==> src/ppcs_pkg.sv <==
// Package with register map, field positions and reset values for the chip-select configuration block.
package ppcs_pkg;

  localparam int unsigned ADDR_W = 4;
  localparam int unsigned DATA_W = 16;

  // Register offsets (word addresses on the register port).
  localparam logic [3:0] OFF_CS1_CFG  = 4'h0;
  localparam logic [3:0] OFF_CS2_CFG  = 4'h1;
  localparam logic [3:0] OFF_CS1_BASE = 4'h2;
  localparam logic [3:0] OFF_CS2_BASE = 4'h3;
  localparam logic [3:0] OFF_STATUS   = 4'h4;

  // Configuration register field positions.
  localparam int unsigned CFG_BYTE_ENABLE_POLARITY_BIT  = 12;
  localparam int unsigned CFG_WRITE_STROBE_POLARITY_BIT = 10;
  localparam int unsigned CFG_READ_STROBE_POLARITY_BIT  = 9;
  localparam int unsigned CFG_STROBE_STYLE_SELECT_BIT   = 8;
  localparam int unsigned CFG_ACKNOWLEDGE_POLARITY_BIT  = 7;
  localparam int unsigned CFG_PW_HI                     = 6;
  localparam int unsigned CFG_PW_LO                     = 5;

  // Writable bit masks; all other bits are unimplemented and read zero.
  localparam logic [15:0] CFG_MASK  = 16'h17e0;
  localparam logic [15:0] BASE_MASK = 16'hff80;

  // Reset values.
  localparam logic [15:0] CFG_RST      = 16'h0000;
  localparam logic [15:0] CS1_BASE_RST = 16'h0080;
  localparam logic [15:0] CS2_BASE_RST = 16'h0880;
  localparam logic [15:0] ZERO16       = 16'h0000;

  // Port width field encodings.
  localparam logic [1:0] PW_8BIT  = 2'b00;
  localparam logic [1:0] PW_4BIT  = 2'b01;
  localparam logic [1:0] PW_16BIT = 2'b10;

  // Last address of chip select 1 when its window is extended.
  localparam logic [23:0] ADDR_TOP = 24'hffffff;

endpackage

==> src/ppcs_top.sv <==
// Chip-select configuration registers, strobe polarity and window decode for the parallel port.
`timescale 1ns/1ns
// Summary of operation
// RQ1: Master mode with style bit set uses combined read/write plus enable strobe.
// RQ2: Separate-strobe or slave mode: write polarity bit sets write strobe level.
// RQ3: Combined-strobe master mode: write polarity bit sets enable strobe level.
// RQ4: Read polarity bit sets read strobe, or combined strobe, active level.
// RQ5: Port width field: 00 eight lanes, 01 four, 10 sixteen, 11 reserved.
// RQ6: Base register holds address bits 23..15 in register bits 15..7.
// RQ7: Reset loads base one with 0080h and base two with 0880h.
// RQ8: Whole-word zero write to base two extends window one to FFFFFFh.
// RQ9: Zero write to base one causes no extension.
// RQ10: Unimplemented base and configuration bits read zero, ignore writes.
// RQ11: Lane enable polarity bit chooses active-high or active-low lane enables.
// RQ12: Acknowledge polarity bit chooses active level of acknowledge input.
module ppcs_top
  import ppcs_pkg::*;
(
  input  wire logic              clk_sys_i,
  input  wire logic              rst_n_i,
  input  wire logic [ADDR_W-1:0] reg_addr_i,
  input  wire logic [DATA_W-1:0] reg_wdata_i,
  input  wire logic              reg_wr_i,
  input  wire logic              reg_rd_i,
  output logic      [DATA_W-1:0] reg_rdata_o,
  input  wire logic              master_mode_i,
  input  wire logic [23:0]       xfer_addr_i,
  input  wire logic              xfer_rd_i,
  input  wire logic              xfer_wr_i,
  input  wire logic              xfer_en_i,
  input  wire logic [1:0]        xfer_lane_i,
  input  wire logic              acknowledge_in_one_i,
  output logic                   read_strobe_out_o,
  output logic                   write_strobe_out_o,
  output logic                   enable_strobe_out_o,
  output logic                   lane_enable_low_o,
  output logic                   lane_enable_high_o,
  output logic                   ack_active_o,
  output logic [15:0]            lane_mask_o,
  output logic                   cs1_hit_o,
  output logic                   cs2_hit_o
);

  ////////////////////////////////////////////////////////////////////////////
  // Registers.

  logic [15:0] cs1_cfg_reg;
  logic [15:0] cs2_cfg_reg;
  logic [15:0] cs1_base_reg;
  logic [15:0] cs2_base_reg;
  logic        extend_reg;

  always_ff @(posedge clk_sys_i) begin
    if (!rst_n_i) begin
      cs1_cfg_reg <= CFG_RST;
      cs2_cfg_reg <= CFG_RST;
    end else if (reg_wr_i) begin
      // RQ10: masked configuration writes
      if (reg_addr_i == OFF_CS1_CFG) begin
        cs1_cfg_reg <= reg_wdata_i & CFG_MASK;
      end else if (reg_addr_i == OFF_CS2_CFG) begin
        cs2_cfg_reg <= reg_wdata_i & CFG_MASK;
      end
    end
  end

  always_ff @(posedge clk_sys_i) begin
    if (!rst_n_i) begin
      // RQ7: base reset values
      cs1_base_reg <= CS1_BASE_RST;
      cs2_base_reg <= CS2_BASE_RST;
    end else if (reg_wr_i) begin
      // RQ10: masked base writes
      if (reg_addr_i == OFF_CS1_BASE) begin
        cs1_base_reg <= reg_wdata_i & BASE_MASK;
      end else if (reg_addr_i == OFF_CS2_BASE) begin
        cs2_base_reg <= reg_wdata_i & BASE_MASK;
      end
    end
  end

  // Extension flag follows the most recent write of base two only.
  always_ff @(posedge clk_sys_i) begin
    if (!rst_n_i) begin
      extend_reg <= 1'b0;
    end else if (reg_wr_i && reg_addr_i == OFF_CS2_BASE) begin
      // RQ8: whole-word zero write
      extend_reg <= (reg_wdata_i == ZERO16);
    end
    // RQ9: base one writes never touch the extension flag.
  end

  ////////////////////////////////////////////////////////////////////////////
  // Register read port.

  logic [15:0] rdata_next;

  always_comb begin
    if (reg_addr_i == OFF_CS1_CFG) begin
      rdata_next = cs1_cfg_reg;
    end else if (reg_addr_i == OFF_CS2_CFG) begin
      rdata_next = cs2_cfg_reg;
    end else if (reg_addr_i == OFF_CS1_BASE) begin
      rdata_next = cs1_base_reg;
    end else if (reg_addr_i == OFF_CS2_BASE) begin
      rdata_next = cs2_base_reg;
    end else if (reg_addr_i == OFF_STATUS) begin
      rdata_next = {13'h0000, extend_reg, cs2_hit_o, cs1_hit_o};
    end else begin
      rdata_next = ZERO16;
    end
  end

  always_ff @(posedge clk_sys_i) begin
    if (!rst_n_i) begin
      reg_rdata_o <= ZERO16;
    end else if (reg_rd_i) begin
      reg_rdata_o <= rdata_next;
    end else begin
      reg_rdata_o <= ZERO16;
    end
  end

  ////////////////////////////////////////////////////////////////////////////
  // Window decode and chip-select choice.

  logic hit1;
  logic hit2;

  ppcs_window u_win1 (
    .base_i      (cs1_base_reg),
    .next_base_i (cs2_base_reg),
    .extend_i    (extend_reg),
    .last_i      (1'b0),
    .addr_i      (xfer_addr_i),
    .hit_o       (hit1)
  );

  ppcs_window u_win2 (
    .base_i      (cs2_base_reg),
    .next_base_i (cs2_base_reg),
    .extend_i    (1'b0),
    .last_i      (1'b1),
    .addr_i      (xfer_addr_i),
    .hit_o       (hit2)
  );

  // Chip select two is unusable while the window of one is extended.
  logic sel2;
  assign sel2 = hit2 & ~extend_reg;

  logic [15:0] cfg_sel;
  assign cfg_sel = sel2 ? cs2_cfg_reg : cs1_cfg_reg;

  ////////////////////////////////////////////////////////////////////////////
  // Pin polarity mapping.

  logic       rd_pin;
  logic       wr_pin;
  logic       en_pin;
  logic [1:0] lane_pin;
  logic       ack_act;
  logic [15:0] mask;

  ppcs_strobe u_strobe (
    .master_i    (master_mode_i),
    .cfg_i       (cfg_sel),
    .rd_act_i    (xfer_rd_i),
    .wr_act_i    (xfer_wr_i),
    .en_act_i    (xfer_en_i),
    .lane_act_i  (xfer_lane_i),
    .ack_pin_i   (acknowledge_in_one_i),
    .rd_pin_o    (rd_pin),
    .wr_pin_o    (wr_pin),
    .en_pin_o    (en_pin),
    .lane_pin_o  (lane_pin),
    .ack_act_o   (ack_act),
    .data_mask_o (mask)
  );

  always_ff @(posedge clk_sys_i) begin
    if (!rst_n_i) begin
      read_strobe_out_o   <= 1'b1;
      write_strobe_out_o  <= 1'b1;
      enable_strobe_out_o <= 1'b1;
      lane_enable_low_o   <= 1'b1;
      lane_enable_high_o  <= 1'b1;
      ack_active_o        <= 1'b0;
      lane_mask_o         <= 16'h00ff;
      cs1_hit_o           <= 1'b0;
      cs2_hit_o           <= 1'b0;
    end else begin
      read_strobe_out_o   <= rd_pin;
      write_strobe_out_o  <= wr_pin;
      enable_strobe_out_o <= en_pin;
      lane_enable_low_o   <= lane_pin[0];
      lane_enable_high_o  <= lane_pin[1];
      ack_active_o        <= ack_act;
      lane_mask_o         <= mask;
      cs1_hit_o           <= hit1 & ~sel2;
      cs2_hit_o           <= sel2;
    end
  end

endmodule

==> src/ppcs_strobe.sv <==
// Per-chip-select strobe, lane-enable and acknowledge polarity mapping.
`timescale 1ns/1ns
module ppcs_strobe
  import ppcs_pkg::*;
(
  input  wire logic        master_i,
  input  wire logic [15:0] cfg_i,
  input  wire logic        rd_act_i,
  input  wire logic        wr_act_i,
  input  wire logic        en_act_i,
  input  wire logic [1:0]  lane_act_i,
  input  wire logic        ack_pin_i,
  output logic             rd_pin_o,
  output logic             wr_pin_o,
  output logic             en_pin_o,
  output logic [1:0]       lane_pin_o,
  output logic             ack_act_o,
  output logic [15:0]      data_mask_o
);

  logic combined;
  logic wr_pol;
  logic rd_pol;
  logic lane_pol;

  assign combined = master_i & cfg_i[CFG_STROBE_STYLE_SELECT_BIT];
  assign wr_pol   = cfg_i[CFG_WRITE_STROBE_POLARITY_BIT];
  assign rd_pol   = cfg_i[CFG_READ_STROBE_POLARITY_BIT];
  assign lane_pol = cfg_i[CFG_BYTE_ENABLE_POLARITY_BIT];

  always_comb begin
    // RQ1: strobe style select
    if (combined) begin
      // RQ4: combined strobe polarity
      rd_pin_o = (rd_act_i ? 1'b0 : 1'b1) ~^ rd_pol;
      // RQ3: enable strobe polarity
      en_pin_o = en_act_i ~^ wr_pol;
      wr_pin_o = ~wr_pol;
    end else begin
      // RQ4: read strobe polarity
      rd_pin_o = rd_act_i ~^ rd_pol;
      // RQ2: write strobe polarity
      wr_pin_o = wr_act_i ~^ wr_pol;
      en_pin_o = ~wr_pol;
    end
  end

  // RQ11: lane enable polarity
  assign lane_pin_o = lane_pol ? lane_act_i : ~lane_act_i;

  // RQ12: acknowledge polarity
  assign ack_act_o = ack_pin_i ~^ cfg_i[CFG_ACKNOWLEDGE_POLARITY_BIT];

  always_comb begin
    // RQ5: port width lanes
    case (cfg_i[CFG_PW_HI:CFG_PW_LO])
      PW_8BIT:  data_mask_o = 16'h00ff;
      PW_4BIT:  data_mask_o = 16'h000f;
      PW_16BIT: data_mask_o = 16'hffff;
      default:  data_mask_o = 16'h0000;
    endcase
  end

endmodule

==> src/ppcs_window.sv <==
// Address window decode for one chip select against its base and the next base.
`timescale 1ns/1ns
module ppcs_window
  import ppcs_pkg::*;
(
  input  wire logic [15:0] base_i,
  input  wire logic [15:0] next_base_i,
  input  wire logic        extend_i,
  input  wire logic        last_i,
  input  wire logic [23:0] addr_i,
  output logic             hit_o
);

  logic [23:0] lo;
  logic [23:0] hi;

  // RQ6: base address bits 23..15
  assign lo = {base_i[15:7], 15'h0000};
  assign hi = {next_base_i[15:7], 15'h0000};

  always_comb begin
    // RQ8: extended window to top
    if (extend_i || last_i) begin
      hit_o = (addr_i >= lo) && (addr_i <= ADDR_TOP);
    end else begin
      hit_o = (addr_i >= lo) && (addr_i < hi);
    end
  end

endmodule

==> config.mk <==
export PLATFORM = sky130hd
export DESIGN_NAME = ppcs_top
export DESIGN_NICKNAME = d
export VERILOG_FILES = /design/src/ppcs_pkg.sv /design/src/ppcs_top.sv /design/src/ppcs_strobe.sv /design/src/ppcs_window.sv
export SDC_FILE = /design/constraint.sdc
export NUM_CORES = 1
export LEC_CHECK = 0
export BUFFER_PORTS_ARGS = -buffer_cell sky130_fd_sc_hd__buf_4
export CORE_UTILIZATION = 58
export CTS_CLUSTER_SIZE = 12
export DETAILED_ROUTE_END_ITERATION = 12
export PLACE_DENSITY = 0.86
export SLEW_MARGIN = 40
export SYNTH_ARGS = -nofsm -noshare
export SYNTH_HDL_FRONTEND = slang
export SYNTH_HIERARCHICAL = 1
export SYNTH_SLANG_ARGS = --single-unit
==> constraint.sdc <==
create_clock -name clk_sys_i -period 5.7 [get_ports clk_sys_i]
set_input_delay 0.57 -clock clk_sys_i [delete_from_list [all_inputs] [get_ports clk_sys_i]]
set_output_delay 0.57 -clock clk_sys_i [all_outputs]
set_load 0.05 [all_outputs]
==> results.sh <==
export IMPL_holdCritPathClass="in -> reg"
export IMPL_final_setup_tns_ns=0
export IMPL_ant_nets=0
export IMPL_yosys_area_top_type_share_pct=36.4
export IMPL_max_stage_delay_ns=0.61
export IMPL_slowest_stage="nor2b_1"
export IMPL_initial_utilization_pct=60.8
export IMPL_max_freq_mhz=321
export IMPL_cap_violations=0
export IMPL_rsz0062_at_grt="no"
export IMPL_fin_nets=605
export IMPL_cts_resized=0
export IMPL_crit_arrival_ns=3.43
export IMPL_peakVddDrop_uv=181
export IMPL_finalSetupViolations=0
export IMPL_gr_usage_all_layers_pct=28.5
export IMPL_die_h_um=84.0
export IMPL_clk_pin_slew_ns=0.09
export IMPL_synth_area_leaders="dfxtp_1 (36%), ha_1 (11%), a21oi_1 (6.4%)"
export IMPL_crit_type="reg -> reg"
export IMPL_grt_ovfl_total=0
export IMPL_clk_path_buf_depth=2
export IMPL_largest_reg_flops=16
export IMPL_largest_register="lane_mask_o"
export IMPL_dpl_cell_area_sq_um=4460
export IMPL_required_ns=6.02
export IMPL_avgSynthCellArea_sq_um=8.73
export IMPL_fp_dieW_um=84.0
export IMPL_power_per_cell_area_nw_per_um2=235
export IMPL_slew_headroom_pct=49.6
export IMPL_grt_start_max_net_pins=41
export IMPL_cts_sinks=71
export IMPL_slew_viol_final=0
export IMPL_ios=95
export IMPL_design_area_sq_um=4660
export IMPL_cts_tree="done"
export IMPL_antenna_found_initial=0
export IMPL_finalHoldViolCount=0
export IMPL_cp_end_kind="flip-flop"
export IMPL_skew_ns=0.0104
export IMPL_cts_buffers=9
export IMPL_drive_gt1_share_pct=24.6
export IMPL_status="complete, but fails checks"
export IMPL_remaining_drc_errors=16
export IMPL_stdcell_count=598
export IMPL_critical_path_peak_fanout=9
export IMPL_postCtsSetupBuffers=0
export IMPL_port_buffers=92
export IMPL_power_leakage_nw=1.85
export IMPL_hpwl_um=7050
export IMPL_cp_common_cell="nor2b_1"
export IMPL_grt_pass1_vias=3349
export IMPL_gr_usage_met2_pct=47.2
export IMPL_coreArea_sq_um=6420
export IMPL_nFillCells=500
export IMPL_clock_root_buffer="clkbuf_8"
export IMPL_period_minus_slack_ns=3.11
export IMPL_yosysSeqAreaShare_pct=36.4
export IMPL_grt_pass1_wl_um=15800
export IMPL_cts_hold_buf=0
export IMPL_die_area_sq_um=7060
export IMPL_violations="DRC"
export IMPL_yosysWarnings=6
export IMPL_dp_cells=582
export IMPL_vias=3510
export IMPL_area_delta_synth_final_pct=19.5
export IMPL_grtUsageMet1_pct=34.9
export IMPL_drt_iter0_drc=175
export IMPL_synth_edf_count=0
export IMPL_routedWlPerCell_um=16.4
export IMPL_tightestPinTransition_ns=0.754
export IMPL_synthCells=447
export IMPL_final_common_cell="buf_4"
export IMPL_yosysUniqueCellTypes=44
export IMPL_final_cell_mix="buf_4 (92), dfxtp_1 (71), a21oi_1 (50)"
export IMPL_via_per_inst=5.87
export IMPL_clock_latency_ns=0.37
export IMPL_top_regs="lane_mask_o x16, reg_rdata_o x14"
export IMPL_synth_area_sq_um=3900
export IMPL_netlist_top_cell_by_area="dfxtp_1"
export IMPL_diodes=0
export IMPL_drtPass1Iterations=9
export IMPL_synth_ff_type="dfxtp_1"
export IMPL_gp_congestion=0.944
export IMPL_crit_path_start_kind="flip-flop"
export IMPL_row_count=29
export IMPL_htreeDepth=3
export IMPL_ys_seq_elements=71
export IMPL_final_period_utilization_pct=54.6
export IMPL_crit_chain="ha_1 > nor4b_2 > nand4_1 > a2111oi_2 > o32a_1 > nor2b_1 > mux2_2 > nor2b_1 > and2_1"
export IMPL_wl_um=9810
export IMPL_synthArstFlopShare_pct=0
export IMPL_grtUsageMet3_pct=7.42
export IMPL_busiest_layer="met2"
## worst max-delay path, delay by kind of cell, from the launching register on
family / cells / cell delay [ns]
and+or+nand+nor: 5 / 1.44
AOI/OAI and AO/OA: 2 / 0.54
DFF: 1 / 0.36
muxes: 1 / 0.43
adders and majority gates: 1 / 0.30
## synth_stat cells (2+ instances only)
library cell / instances
buf_6: 4
dfxtp_1: 71
mux2_2: 7
nor2b_1: 5
o221ai_1: 2
conb_1: 2
o21ai_0: 27
o32a_1: 2
mux2i_1: 6
nand3b_1: 5
a211oi_1: 2
nor4_1: 10
ha_1: 34
buf_2: 4
o21ai_1: 10
nor4b_2: 3
nand2b_1: 14
and2_1: 13
nand2_1: 21
buf_4: 19
inv_1: 39
o2111ai_1: 5
nor2_1: 8
a21oi_1: 50
nand4_1: 7
o21a_1: 2
clkbuf_1: 8
a21o_1: 5
a2111oi_2: 2
clkbuf_2: 2
nand3_1: 37
or2_1: 2
xnor2_1: 6
o211ai_1: 3
## worst paths after layout
path                                      start                to  slack [ns]  depth (start not counted)
worst max-delay path            cs2_base_reg[7]   lane_mask_o[13]        2.59                          9
worst min-delay path            reg_wdata_i[11]  cs2_base_reg[11]        0.48                          3
worst max register to register  cs2_base_reg[7]   lane_mask_o[13]        2.59                          9
worst min register to register  cs1_cfg_reg[10]   reg_rdata_o[10]        0.49                          2
## final cells by class
cell class                      count  area (sq um)  share of cell area (%)
Clock buffer                        9           124                    2.66
Inverter                           39           146                    3.14
Timing Repair Buffer               92           691                    14.8
Multi-Input combinational cell    303          2100                    45.1
Clock inverter                      7          78.8                    1.69
Tap cell                           77          96.3                    2.07
Sequential cell                    71          1420                    30.5
## kinds of logic (layout without fill, tap and decap cells)
logic type               count (synthesis)  in the layout  synth area share, %
AO/OA/AOI/OAI                          111            111                 16.6
XOR/XNOR                                 7              7                 1.57
adder cells (fa/ha/maj)                 34             34                 10.9
buffers and inverters                   76            147                 10.1
flip-flops                              71             71                 36.4
multiplexers                            13             13                 3.56
other                                    2              5                0.192
AND/OR/NAND/NOR                        133            133                 20.6
## per-stage QoR
stage | hold slack, ns | power (mW) | utilization (%) | setup WS (ns)
floorplan | 0.445 | 0.618 | - | 2.77
global placement | 0.458 | 0.673 | 69.3 | 2.39
detailed placement | 0.472 | 0.679 | 69.4 | 2.27
CTS | 0.473 | 1.09 | 72.6 | 2.59
global route | 0.476 | 1.13 | 72.6 | 2.28
finish | 0.480 | 1.09 | 72.6 | 2.59
## metal layers
| metal | vias to the layer above | wire length, um | part of all wire, % |
|---|---|---|---|
| met1 | 1616 | 4030 | 41 |
| met4 | 0 | 189 | 1.9 |
| met2 | 180 | 4800 | 49 |
| li1 | 1693 | - | - |
| met3 | 21 | 796 | 8.1 |
| met5 | - | 0 | 0 |
## power by group
part           leakage, nW  internal (mW)  switching [mW]
clock network        0.105          0.208           0.216
registers            0.575          0.503         0.00482
logic                 1.17         0.0665          0.0963
total                 1.85          0.778           0.317
Note: power is estimated with default switching activity, not from simulation.
